==> src/pct_defs.svh <==
// timing and sizing constants for the pin continuity test ends
// assumes a single 40 MHz clock feeding both ends
//
// Behaviour
// - ten xor minterms from test input pins
// - mode pin high means test, low normal
// - outputs driven only while chip select low
// - x4 lanes are xor of minterm pairs
// - x8 lanes copy minterms zero to seven
// - x16 lower lanes and strobes copy minterms
// - x16 upper lanes invert the lower ones
// - agent enters only with reset pin high
// - clock pins become test inputs after switch
// - other inputs sampled after delay, chip select
// - no refresh of any kind in test mode
// - agent enters only after power-on, uninitialised
// - exit anytime; array content then undefined; the agent ignores stop_req while in PCT_SETTLE
// - agent applies full reset after exit
// - outputs settle within settle time while held
`ifndef PCT_DEFS_SVH
`define PCT_DEFS_SVH

`define PCT_CLK_PERIOD_NS 25
// clock_input_switch_time, a longest time
`define PCT_SWITCH_NS     200
// input_sample_delay, a least time
`define PCT_SAMPLE_NS     100
// output_settle_time, a longest time for the device
`define PCT_SETTLE_NS     50
// full reset pulse the agent applies after exit
`define PCT_RST_HOLD_NS   1000

`define PCT_CYC_DN(t) (((t) / `PCT_CLK_PERIOD_NS) < 1 ? 1 : ((t) / `PCT_CLK_PERIOD_NS))
`define PCT_CYC_UP(t) (((t) + `PCT_CLK_PERIOD_NS - 1) / `PCT_CLK_PERIOD_NS)

`define PCT_SWITCH_CYC   `PCT_CYC_DN(`PCT_SWITCH_NS)
`define PCT_SAMPLE_CYC   `PCT_CYC_UP(`PCT_SAMPLE_NS)
`define PCT_SETTLE_CYC   `PCT_CYC_DN(`PCT_SETTLE_NS)
`define PCT_RST_HOLD_CYC `PCT_CYC_UP(`PCT_RST_HOLD_NS)

`define PCT_CNT_W 8
`define PCT_CNT_MAX 8'hFF

`endif

==> src/pct_pkg.sv <==
// types shared by both ends of the continuity test link
// assumes pct_defs.svh for the numeric constants
`default_nettype none
package pct_pkg;

  // device data width option
  typedef enum logic [1:0] {
    PCT_X4  = 2'b00,
    PCT_X8  = 2'b01,
    PCT_X16 = 2'b10
  } pct_width_e;

  // parallel test inputs; command names are their address aliases
  typedef struct packed {
    logic [17:0] addr;
    logic [1:0]  ba;
    logic [1:0]  bg;
    logic        act_n;
    logic        odt;
    logic        par;
    logic        alert_n;
    logic        dm_l_n;
    logic        dm_u_n;
    logic        cke;
    logic        ck_t;
    logic        ck_c;
  } pct_tin_s;

  // test outputs as the agent captures them
  typedef struct packed {
    logic [15:0] dq;
    logic        lst;
    logic        lsc;
    logic        ust;
    logic        usc;
  } pct_tout_s;

endpackage
`default_nettype wire

==> src/pct_if.sv <==
// pin bundle between the test agent and the memory device
// two-way pins appear as output and active-low enable only
`timescale 1ns/10ps
`default_nettype none
interface pct_if;
  import pct_pkg::*;

  logic        continuity_mode_pin;
  logic        device_reset_low;
  logic        chip_select_low;
  pct_tin_s    tin;
  logic [15:0] dq_o;
  logic [15:0] dq_oe_n;
  logic        lower_strobe_true;
  logic        lower_strobe_comp;
  logic        upper_strobe_true;
  logic        upper_strobe_comp;
  logic [1:0]  strobe_oe_n;

  modport dev (
    input  continuity_mode_pin, device_reset_low, chip_select_low, tin,
    output dq_o, dq_oe_n, lower_strobe_true, lower_strobe_comp,
    output upper_strobe_true, upper_strobe_comp, strobe_oe_n
  );

  modport agent (
    output continuity_mode_pin, device_reset_low, chip_select_low, tin,
    input  dq_o, dq_oe_n, lower_strobe_true, lower_strobe_comp,
    input  upper_strobe_true, upper_strobe_comp, strobe_oe_n
  );
endinterface
`default_nettype wire

==> src/pct_device.sv <==
// device end: continuity test output logic plus mode tracking
// assumes pins synchronous to clk; normal-path logic sits outside
`timescale 1ns/10ps
`default_nettype none
`include "pct_defs.svh"
module pct_device
  import pct_pkg::*;
#(
  parameter pct_width_e DEV_WIDTH = PCT_X16,
  parameter bit         USE_A17   = 1'b0
) (
  // clock and reset
  input  wire logic        clk,
  input  wire logic        rst_n,
  // pins
  pct_if.dev               pins,
  // normal-path drive from the memory core
  input  wire logic [15:0] normal_dq_o,
  input  wire logic [15:0] normal_dq_oe_n,
  input  wire logic [3:0]  normal_strobe_o,
  input  wire logic [1:0]  normal_strobe_oe_n,
  // refresh requests from the core
  input  wire logic        auto_refresh_req,
  input  wire logic        self_refresh_req,
  // status towards the core
  output logic             test_mode,
  output logic             cmd_decode_en,
  output logic             auto_refresh_grant,
  output logic             self_refresh_grant,
  output logic             clocks_as_inputs,
  output logic             sample_enabled,
  output logic             array_undefined
);

  typedef enum logic [1:0] {
    PCT_NORMAL = 2'b00,
    PCT_TEST   = 2'b01,
    PCT_EXITED = 2'b10
  } pct_dstate_e;

  localparam logic [`PCT_CNT_W-1:0] SW_CYC =
    `PCT_CNT_W'(`PCT_SWITCH_CYC);
  localparam logic [`PCT_CNT_W-1:0] SMP_CYC =
    `PCT_CNT_W'(`PCT_SAMPLE_CYC);

  pct_dstate_e             state_r;
  pct_dstate_e             state_nxt;
  logic [`PCT_CNT_W-1:0]   cnt_r;
  logic                    ck_test_r;
  logic                    entry_ok_r;
  logic [9:0]              mt;
  logic [15:0]             test_dq;
  logic [15:0]             lane_used;
  logic [3:0]              test_strobe;
  logic                    drive_en;

  // ten minterms; clock terms count only once clocks became test inputs
  function automatic logic [9:0] minterms(input pct_tin_s t,
                                          input logic ck_en,
                                          input logic rst_pin,
                                          input logic mode_pin);
    logic [9:0] m;
    logic       ckt;
    logic       ckc;
    m   = 10'h000;
    ckt = t.ck_t & ck_en;
    ckc = t.ck_c & ck_en;
    m[0] = t.addr[1] ^ t.addr[6] ^ t.par;
    m[1] = t.addr[8] ^ t.alert_n ^ t.addr[9];
    m[2] = t.addr[2] ^ t.addr[5] ^ t.addr[13]
         ^ (t.addr[17] & USE_A17);
    m[3] = t.addr[0] ^ t.addr[7] ^ t.addr[11];
    m[4] = ckc ^ t.odt ^ t.addr[15];
    m[5] = t.cke ^ t.addr[16] ^ t.addr[10];
    m[6] = t.act_n ^ t.addr[4] ^ t.ba[1];
    case (DEV_WIDTH)
      PCT_X16: m[7] = t.dm_u_n ^ t.dm_l_n ^ ckt;
      PCT_X8:  m[7] = t.bg[1] ^ t.dm_l_n ^ ckt;
      default: m[7] = t.bg[1] ^ ckt;
    endcase
    m[8] = t.addr[14] ^ t.addr[12] ^ t.ba[0];
    m[9] = t.bg[0] ^ t.addr[3] ^ (rst_pin & mode_pin);
    return m;
  endfunction

  // lane mapping per width; strobes are {usc, ust, lsc, lst}
  function automatic logic [19:0] lanes(input logic [9:0] m);
    logic [15:0] d;
    logic [3:0]  s;
    d = 16'h0000;
    s = 4'h0;
    case (DEV_WIDTH)
      PCT_X4: begin
        d[0] = m[0] ^ m[1];
        d[1] = m[2] ^ m[3];
        d[2] = m[4] ^ m[5];
        d[3] = m[6] ^ m[7];
        s    = {2'b00, m[9], m[8]};
      end
      PCT_X8: begin
        d[7:0] = m[7:0];
        s      = {2'b00, m[9], m[8]};
      end
      default: begin
        d[7:0]  = m[7:0];
        d[15:8] = ~m[7:0];
        s[1:0]  = {m[9], m[8]};
        s[3:2]  = ~{m[9], m[8]};
      end
    endcase
    return {s, d};
  endfunction

  // which pins a given width owns; the rest stay released
  function automatic logic [15:0] used_lanes(input pct_width_e w);
    logic [15:0] u;
    case (w)
      PCT_X4:  u = 16'h000F;
      PCT_X8:  u = 16'h00FF;
      default: u = 16'hFFFF;
    endcase
    return u;
  endfunction

  // mode follows the pin; an exit leaves the array suspect until reset pin
  always_comb begin
    state_nxt = state_r;
    case (state_r)
      PCT_NORMAL: begin
        if (pins.continuity_mode_pin) begin
          state_nxt = PCT_TEST;
        end
      end
      PCT_TEST: begin
        if (!pins.continuity_mode_pin) begin
          state_nxt = PCT_EXITED;
        end
      end
      PCT_EXITED: begin
        if (pins.continuity_mode_pin) begin
          state_nxt = PCT_TEST;
        end else if (!pins.device_reset_low) begin
          state_nxt = PCT_NORMAL;
        end
      end
      default: state_nxt = PCT_NORMAL;
    endcase
  end

  always_ff @(posedge clk or negedge rst_n) begin
    if (!rst_n) begin
      state_r <= PCT_NORMAL;
    end else begin
      state_r <= state_nxt;
    end
  end

  // cycles since the mode pin rose, saturating so it never wraps
  always_ff @(posedge clk or negedge rst_n) begin
    if (!rst_n) begin
      cnt_r <= '0;
    end else if (state_nxt != PCT_TEST) begin
      cnt_r <= '0;
    end else if (cnt_r != `PCT_CNT_MAX) begin
      cnt_r <= cnt_r + `PCT_CNT_W'(1);
    end
  end

  // entry conditions are judged on the rising cycle only
  always_ff @(posedge clk or negedge rst_n) begin
    if (!rst_n) begin
      entry_ok_r <= 1'b0;
    end else if (state_r != PCT_TEST && state_nxt == PCT_TEST) begin
      entry_ok_r <= pins.device_reset_low & pins.tin.cke
                    & pins.chip_select_low;
    end else if (state_nxt != PCT_TEST) begin
      entry_ok_r <= 1'b0;
    end
  end

  // clock pins join the test inputs once the switch time has run
  always_ff @(posedge clk or negedge rst_n) begin
    if (!rst_n) begin
      ck_test_r <= 1'b0;
    end else if (state_nxt != PCT_TEST) begin
      ck_test_r <= 1'b0;
    end else if (entry_ok_r && cnt_r >= SW_CYC - `PCT_CNT_W'(1)) begin
      ck_test_r <= 1'b1;
    end
  end

  // test path has no flops, so it settles well inside the settle time
  always_comb begin
    mt        = minterms(pins.tin, ck_test_r, pins.device_reset_low,
                         pins.continuity_mode_pin);
    {test_strobe, test_dq} = lanes(mt);
    lane_used = used_lanes(DEV_WIDTH);
  end

  assign test_mode        = (state_r == PCT_TEST);
  assign sample_enabled   = test_mode && cnt_r >= SMP_CYC;
  assign clocks_as_inputs = ck_test_r;
  assign drive_en         = sample_enabled && !pins.chip_select_low;
  assign array_undefined  = (state_r == PCT_EXITED);

  // normal decode and refresh are both shut off while testing
  assign cmd_decode_en      = !test_mode;
  assign auto_refresh_grant = auto_refresh_req && !test_mode;
  assign self_refresh_grant = self_refresh_req && !test_mode;

  // pin mux: test results replace the normal drive in test mode
  always_comb begin
    if (test_mode) begin
      pins.dq_o    = test_dq & lane_used;
      pins.dq_oe_n = ~(lane_used & {16{drive_en}});
      pins.lower_strobe_true = test_strobe[0];
      pins.lower_strobe_comp = test_strobe[1];
      pins.upper_strobe_true = test_strobe[2];
      pins.upper_strobe_comp = test_strobe[3];
      pins.strobe_oe_n[0] = !drive_en;
      pins.strobe_oe_n[1] = !(drive_en && DEV_WIDTH == PCT_X16);
    end else begin
      pins.dq_o    = normal_dq_o;
      pins.dq_oe_n = normal_dq_oe_n;
      pins.lower_strobe_true = normal_strobe_o[0];
      pins.lower_strobe_comp = normal_strobe_o[1];
      pins.upper_strobe_true = normal_strobe_o[2];
      pins.upper_strobe_comp = normal_strobe_o[3];
      pins.strobe_oe_n = normal_strobe_oe_n;
    end
  end

endmodule
`default_nettype wire

==> src/flat_wrapper.sv <==
// flat-port wrapper written by rule: the top's interface ports become plain ports
module pct_device_flat import pct_pkg::*;
#(
  parameter pct_width_e DEV_WIDTH = PCT_X16,
  parameter bit         USE_A17   = 1'b0
)
  (clk, rst_n, normal_dq_o, normal_dq_oe_n, normal_strobe_o, normal_strobe_oe_n, auto_refresh_req, self_refresh_req, test_mode, cmd_decode_en, auto_refresh_grant, self_refresh_grant, clocks_as_inputs, sample_enabled, array_undefined, pins_continuity_mode_pin, pins_device_reset_low, pins_chip_select_low, pins_tin, pins_dq_o, pins_dq_oe_n, pins_lower_strobe_true, pins_lower_strobe_comp, pins_upper_strobe_true, pins_upper_strobe_comp, pins_strobe_oe_n);
  pct_if pins_i ();
  input  wire logic clk;
  input  wire logic rst_n;
  input  wire logic [15:0] normal_dq_o;
  input  wire logic [15:0] normal_dq_oe_n;
  input  wire logic [3:0] normal_strobe_o;
  input  wire logic [1:0] normal_strobe_oe_n;
  input  wire logic auto_refresh_req;
  input  wire logic self_refresh_req;
  output logic test_mode;
  output logic cmd_decode_en;
  output logic auto_refresh_grant;
  output logic self_refresh_grant;
  output logic clocks_as_inputs;
  output logic sample_enabled;
  output logic array_undefined;
  input wire logic [$bits(pins_i.continuity_mode_pin)-1:0] pins_continuity_mode_pin;
  input wire logic [$bits(pins_i.device_reset_low)-1:0] pins_device_reset_low;
  input wire logic [$bits(pins_i.chip_select_low)-1:0] pins_chip_select_low;
  input wire logic [$bits(pins_i.tin)-1:0] pins_tin;
  output wire logic [$bits(pins_i.dq_o)-1:0] pins_dq_o;
  output wire logic [$bits(pins_i.dq_oe_n)-1:0] pins_dq_oe_n;
  output wire logic [$bits(pins_i.lower_strobe_true)-1:0] pins_lower_strobe_true;
  output wire logic [$bits(pins_i.lower_strobe_comp)-1:0] pins_lower_strobe_comp;
  output wire logic [$bits(pins_i.upper_strobe_true)-1:0] pins_upper_strobe_true;
  output wire logic [$bits(pins_i.upper_strobe_comp)-1:0] pins_upper_strobe_comp;
  output wire logic [$bits(pins_i.strobe_oe_n)-1:0] pins_strobe_oe_n;
  assign pins_i.continuity_mode_pin = pins_continuity_mode_pin;
  assign pins_i.device_reset_low = pins_device_reset_low;
  assign pins_i.chip_select_low = pins_chip_select_low;
  assign pins_i.tin = pins_tin;
  assign pins_dq_o = pins_i.dq_o;
  assign pins_dq_oe_n = pins_i.dq_oe_n;
  assign pins_lower_strobe_true = pins_i.lower_strobe_true;
  assign pins_lower_strobe_comp = pins_i.lower_strobe_comp;
  assign pins_upper_strobe_true = pins_i.upper_strobe_true;
  assign pins_upper_strobe_comp = pins_i.upper_strobe_comp;
  assign pins_strobe_oe_n = pins_i.strobe_oe_n;
  pct_device #(.DEV_WIDTH(DEV_WIDTH), .USE_A17(USE_A17)) u_core (.clk(clk), .rst_n(rst_n), .pins(pins_i), .normal_dq_o(normal_dq_o), .normal_dq_oe_n(normal_dq_oe_n), .normal_strobe_o(normal_strobe_o), .normal_strobe_oe_n(normal_strobe_oe_n), .auto_refresh_req(auto_refresh_req), .self_refresh_req(self_refresh_req), .test_mode(test_mode), .cmd_decode_en(cmd_decode_en), .auto_refresh_grant(auto_refresh_grant), .self_refresh_grant(self_refresh_grant), .clocks_as_inputs(clocks_as_inputs), .sample_enabled(sample_enabled), .array_undefined(array_undefined));
endmodule
==> config.mk <==
export PLATFORM = sky130hd
export DESIGN_NAME = pct_device_flat
export DESIGN_NICKNAME = d
export VERILOG_FILES = /design/src/pct_pkg.sv /design/src/pct_if.sv /design/src/pct_device.sv /design/src/flat_wrapper.sv
export VERILOG_INCLUDE_DIRS = /design/src
export SDC_FILE = /design/constraint.sdc
export NUM_CORES = 1
export LEC_CHECK = 0
export ABC_CLOCK_PERIOD_IN_PS = 1500
export BUFFER_PORTS_ARGS = -buffer_cell sky130_fd_sc_hd__buf_2
export CORE_AREA = 10 10 70 72
export DETAILED_ROUTE_END_ITERATION = 12
export DIE_AREA = 0 0 80 82
export GPL_TIMING_DRIVEN = 0
export PLACE_DENSITY = 0.9
export SLEW_MARGIN = 10
export SYNTH_ARGS = -nofsm -noshare
export SYNTH_HDL_FRONTEND = slang
export SYNTH_SLANG_ARGS = --single-unit
export TNS_END_PERCENT = 10
==> constraint.sdc <==
create_clock -name clk -period 1.5 [get_ports clk]
set_input_delay 0.075 -clock clk [delete_from_list [all_inputs] [get_ports clk]]
set_output_delay 0.075 -clock clk [all_outputs]
set_load 0.05 [all_outputs]
==> results of run 1 <==
[cell families (layout without fill, tap and decap cells)]
family | Yosys count | count (layout) | share of synthesized area [%]
multiplexers | 3 | 3 | 2.67
flip-flops | 12 | 12 | 23.7
AO/OA/AOI/OAI | 32 | 32 | 16.9
AND/OR/NAND/NOR | 93 | 93 | 33.1
adder cells (fa/ha/maj) | 2 | 2 | 1.98
XOR/XNOR | 13 | 13 | 16.6
buffers and inverters | 13 | 145 | 5.04
[synth_stat cells, types with 4 or more instances]
cell type | instances | area (um^2)
nor3_1 | 5 | 25.0
nand2_1 | 9 | 33.8
xnor3_1 | 7 | 158
a21oi_1 | 12 | 60.1
xnor2_1 | 4 | 35.0
nor2_1 | 63 | 236
dfrtp_1 | 12 | 300
a21o_1 | 7 | 52.6
o21ai_0 | 6 | 30.0
clkbuf_1 | 4 | 15.0
[report_power, final]
part / switching, W / total (W) / internal, W
combinational: 0.000791 / 0.00129 / 0.000500
clock: 0.000114 / 0.000262 / 0.000148
sequential: 0.0000115 / 0.000346 / 0.000335
total: 0.000917 / 0.00190 / 0.000983
[metrics by stage]
step,TNS [ns],cells,instance area [um^2]
global route,-15.52,348,2530
finish,-12.68,348,2530
detailed placement,-6.41,334,2060
floorplan,-2.33,168,1410
CTS,-11.46,351,2520
global placement,-5.66,334,2060
[how the worst min path moves through the flow]
stage | start | end | slack, ns
6_report | pins_device_reset_low | u_core.state_r[1] | 0.11
5_1_grt | pins_device_reset_low | u_core.state_r[1] | 0.13
4_1_cts | pins_device_reset_low | u_core.state_r[1] | 0.09
3_5_place_dp | rst_n | u_core.cnt_r[0] | -0.03
3_3_place_gp | rst_n | u_core.cnt_r[0] | -0.04
2_1_floorplan | rst_n | u_core.clocks_as_inputs | -0.22
[state kept, by name (all words and copies together) (netlist names)]
register                 flops
u_core.clocks_as_inputs      1
u_core.state_r               2
u_core.entry_ok_r            1
u_core.cnt_r                 8
[cells in the final DEF, fill, tap and decap left out, drive strengths merged]
| cell type | count |
|---|---|
| dfrtp | 12 |
| inv | 4 |
| nor4b | 1 |
| a41o | 1 |
| nor4 | 1 |
| ha | 2 |
| nor3 | 5 |
| xor2 | 2 |
| nand4 | 1 |
| nand2 | 9 |
| and3 | 3 |
| nor2 | 63 |
| o21ai | 6 |
| a21oi | 12 |
| a31oi | 2 |
| and2 | 3 |
| buf | 131 |
| a211oi | 1 |
| nand3 | 2 |
| xnor2 | 4 |
| xnor3 | 7 |
| clkbuf | 8 |
| mux2 | 3 |
| a21o | 7 |
| o2111a | 1 |
| a21boi | 1 |
| a21bo | 1 |
| dlygate4sd3 | 2 |
| and2b | 1 |
| and4 | 2 |
| nand4b | 1 |
| nor2b | 1 |
[metal layers]
layer	track usage [%]	up-vias	wire length (um)
met3	5.68	12	594
li1	-	832	-
met4	5.11	0	157
met1	20.9	864	2520
met2	41.0	106	3920
met5	0	-	0
[worst max-delay path, delay by kind of cell, from the launching register on]
family	cells	cell delay (ns)
AOI/OAI and AO/OA	1	0.14
buffers and inverters	4	0.54
DFF	1	0.39
and+or+nand+nor	2	0.44
[area by class of cell]
type	count	area (um^2)
inverters	4	17.5
repair buffers	129	966
well taps	48	60.1
multi-input cells	143	1090
clock buffers	4	36.3
plain buffers	8	57.6
flip-flops and latches	12	304
fillers	234	1040
[what timing repair did]
| action | in CTS | in global routing |
|---|---|---|
| resized for setup | 96 | 26 |
| hold buffers | 2 | 0 |
| setup buffers | 10 | 0 |
| cloned | 1 | 0 |
| pin swaps | 16 | 3 |
| setup endpoints to repair | 43 | 43 |
| hold endpoints to repair | 13 | 0 |
==> impl_metrics.json, run 1 <==
{
  "yosysWarnings": 0,
  "fmax_ghz": 0.535,
  "routedWlPerCell_um": 20.6,
  "ys_ff_latch": 12,
  "power_density_mw_per_mm2": 750,
  "num_vias": 1814,
  "synth_fp_nets": 246,
  "die_h_um": 82,
  "yosysUniqueCellTypes": 34,
  "drt-initial-drc-count": 120,
  "crit_end": "pins_dq_o[2]",
  "required_ns": 1.42,
  "setup-violations-final": 43,
  "worstReg2RegEnd": "u_core.clocks_as_inputs",
  "ant_nets": 0,
  "final_util_pct": 70.8,
  "row_count": 22,
  "finalWorstPathRequiredPeriod_ns": 1.87,
  "nets": 379,
  "synth_flop_cell": "dfrtp_1",
  "start_util_pct": 35.4,
  "fin_crit_sh_pct": 125,
  "first_global_vias": 1931,
  "worst_pin_slew_ns": 0.361,
  "worst_ep_arrival_time_ns": 1.79,
  "finalPower_w": 0.00190,
  "viasPerCell": 5.21,
  "overflow": 0,
  "whs_path_depth": 3,
  "slowest_stage": "dfrtp_1",
  "leakage_nw": 1.31,
  "relSlewSlack_pct": 75.9,
  "track_usage_pct": 20.8,
  "critPathMaxStageDelay_ns": 0.39,
  "final_hold_viol_count": 0,
  "tritoncts": "done",
  "root_buffer": "clkbuf_4",
  "drive_above_1_share_pct": 61.3,
  "numCtsBuffers": 3,
  "dieArea_mm2": 0.00656,
  "num_io_pins": 121,
  "worstSetupPathType": "reg -> out",
  "syn_to_final_growth_pct": 100,
  "drt_pass1_iterations": 4,
  "outcome": "complete, but fails checks",
  "rr_worst_depth": 3,
  "core_area_mm2": 0.00358,
  "ys_seq_area_share_pct": 23.7,
  "cap_viol_max_count": 0,
  "clockBufferDepth": 2,
  "crit_path_start": "u_core.state_r[1]",
  "clock-sinks": 12,
  "synthArstFlopShare_pct": 100,
  "skew_ns": 0.00656,
  "dp_hpwl_mm": 4.45,
  "clk_pin_slew_ns": 0.08,
  "fin_ws_ns": -0.368,
  "pre_cts_ws_ns": -0.372,
  "htreeDepth": 1,
  "portBuffers": 118,
  "drv_slew": 0,
  "grt_pass1_wl_mm": 10.7,
  "holdWs_ns": 0.114,
  "synth_edf_count": 0,
  "rsz0062_at_grt": "true",
  "worst_skew_pair.late_latency_ns": 0.28,
  "die_w_um": 80,
  "min_path_type": "in -> reg",
  "irDropWorstVdd_uv": 784,
  "num_antenna_cells": 0,
  "r2r-start": "u_core.cnt_r[6]",
  "crit_fanout": 10,
  "drc": 0,
  "grt_start_max_net_pins": 13,
  "violations": "setup timing",
  "syn_inst": 168,
  "gp_congestion": 0.828,
  "antenna_found_initial": 0,
  "startpoint_type": "register",
  "cp-end-kind": "output pin",
  "syn_area_mm2": 0.00127,
  "crit_path_cell_trace": "and2b_1, buf_6, inv_4, clkbuf_4, nor2_1, a21o_1, buf_4",
  "wl_mm": 7.19,
  "rrSetupSlack_ns": 0.17,
  "syn_area_per_cell_um2": 7.54
}
Power figures use the tool's default switching activity.
==> run 2: changes to the inputs <==
- SKIP_LAST_GASP: not set -> 1
- SLEW_MARGIN: 10 -> not set
==> impl_metrics.json, run 2 (synthesized netlist as in run 1, its figures left out) <==
{
  "overflow": 0,
  "drt_pass1_iterations": 4,
  "drc": 0,
  "fin_ws_ns": -0.380,
  "numCtsBuffers": 3,
  "num_io_pins": 121,
  "largestRegisters": "u_core.cnt_r (8), u_core.state_r (2)",
  "skew_ns": 0.00908,
  "dieArea_mm2": 0.00656,
  "track_usage_pct": 19.5,
  "slowest_stage": "dfrtp_1",
  "root_buffer": "clkbuf_4",
  "cpMostUsedCell": "buf_4",
  "r2r-start": "u_core.state_r[1]",
  "fmax_ghz": 0.532,
  "drt-initial-drc-count": 157,
  "finalWorstPathRequiredPeriod_ns": 1.88,
  "leakage_nw": 1.30,
  "irDropWorstVdd_uv": 777,
  "violations": "setup timing",
  "start_util_pct": 35.4,
  "viasPerCell": 5.16,
  "worst_ep_arrival_time_ns": 1.80,
  "grt_start_max_net_pins": 13,
  "worst_skew_pair.late_latency_ns": 0.28,
  "clk_pin_slew_ns": 0.08,
  "nets": 383,
  "path_buf_inv": 4,
  "drv_slew": 0,
  "largest_register_ffs": 8,
  "grt_pass1_wl_mm": 10.1,
  "outcome": "complete, but fails checks",
  "clock-sinks": 12,
  "setup-violations-final": 44,
  "startpoint_type": "register",
  "routedWlPerCell_um": 19.3,
  "ant_nets": 0,
  "num_vias": 1821,
  "crit_path_cell_trace": "and2b_1, buf_6, buf_4, buf_2, nor2_1, nor2_4, buf_4",
  "antenna_found_initial": 1,
  "regMostFlops": "u_core.cnt_r",
  "rr_worst_depth": 6,
  "critPathMaxStageDelay_ns": 0.42,
  "path_delay_family": "buffers and inverters",
  "min_path_type": "in -> reg",
  "wl_mm": 6.80,
  "finalPower_w": 0.00180,
  "drive_above_1_share_pct": 60.5,
  "first_global_vias": 1853,
  "core_area_mm2": 0.00358,
  "crit_fanout": 10,
  "whs_path_depth": 2,
  "dp_hpwl_mm": 4.45,
  "cap_viol_max_count": 0,
  "die_h_um": 82,
  "portBuffers": 118,
  "tritoncts": "done",
  "syn_to_final_growth_pct": 93.7,
  "mostFrequentLayoutCells": "buf_2 (96), nor2_1 (37), nor2_4 (18), buf_4 (16), buf_6 (12)",
  "gp_congestion": 0.828,
  "required_ns": 1.42,
  "final_hold_viol_count": 0,
  "worstReg2RegEnd": "u_core.cnt_r[4]",
  "htreeDepth": 1,
  "rrSetupSlack_ns": 0.17,
  "clockBufferDepth": 2,
  "crit_path_start": "u_core.state_r[0]",
  "worst_pin_slew_ns": 0.367,
  "cp.depth": 7,
  "crit_end": "pins_dq_oe_n[11]",
  "power_density_mw_per_mm2": 733,
  "die_w_um": 80,
  "fin_crit_sh_pct": 125,
  "pre_cts_ws_ns": -0.372,
  "row_count": 22,
  "fin_tns_setup_ns": -14.17,
  "mostFrequentLayoutCell": "buf_2",
  "cp-end-kind": "output pin",
  "worstSetupPathType": "reg -> out",
  "relSlewSlack_pct": 75.5,
  "rsz0062_at_grt": "true"
}
==> run 2: per-stage QoR <==
step	hold WS, ns	cells	cell area, um^2	utilization, %
final	0.0801	353	2450	68.5
after global routing	0.0887	353	2450	68.5
after CTS	0.0694	351	2430	68.0
after detailed placement	-0.0292	334	2060	57.4
after global placement	-0.0364	334	2060	57.4
after floorplan	-0.221	168	1410	-
==> run 2: worst min path at each step <==
stage                             start  slack, ns                      end
6_report       pins_continuity_mode_pin       0.08        u_core.entry_ok_r
5_1_grt        pins_continuity_mode_pin       0.09        u_core.entry_ok_r
4_1_cts        pins_continuity_mode_pin       0.07        u_core.entry_ok_r
3_5_place_dp                      rst_n      -0.03          u_core.cnt_r[0]
3_3_place_gp                      rst_n      -0.04          u_core.cnt_r[0]
2_1_floorplan                     rst_n      -0.22  u_core.clocks_as_inputs
==> run 2: worst reg2reg max path: stages, from the launching register on <==
cell and delay, ns:
dfrtp_1 0.38, buf_4 0.13, buf_4 0.13, a21bo_2 0.26, inv_1 0.13, o21ai_0 0.10
a31oi_1 0.14
==> run 2: what timing repair did <==
| item | 4_1_cts | 5_1_grt |
|---|---|---|
| endpoints found under the setup margin | 43 | 43 |
| pin swaps | 13 | 1 |
| buffers inserted | 10 | 1 |
| hold buffers | 2 | 0 |
| cloned | 1 | 0 |
| hold endpoints to repair | 13 | 0 |
| resized for setup | 67 | 6 |
==> run 2: power by group <==
part	leakage (nW)	switching [W]	total (W)	internal [W]
combinational	1.12	0.000763	0.00119	0.000425
sequential	0.157	0.0000107	0.000346	0.000335
clock	0.0210	0.000116	0.000264	0.000148
total	1.30	0.000890	0.00180	0.000907
==> run 2: routing by layer <==
| layer | part of all wire, % | track usage (%) | up-vias |
|---|---|---|---|
| li1 | - | - | 840 |
| met1 | 34 | 19.7 | 862 |
| met2 | 52 | 36.7 | 101 |
| met3 | 11 | 6.55 | 18 |
| met4 | 3.1 | 7.04 | 0 |
| met5 | 0 | 0 | - |
==> run 2: layout make-up <==
type | count | area, um^2
diodes | 1 | 2.50
plain buffers | 9 | 65.1
clock buffers | 4 | 36.3
fillers | 247 | 1130
inverters | 4 | 17.5
multi-input cells | 143 | 1070
flip-flops and latches | 12 | 304
well taps | 48 | 60.1
repair buffers | 132 | 892
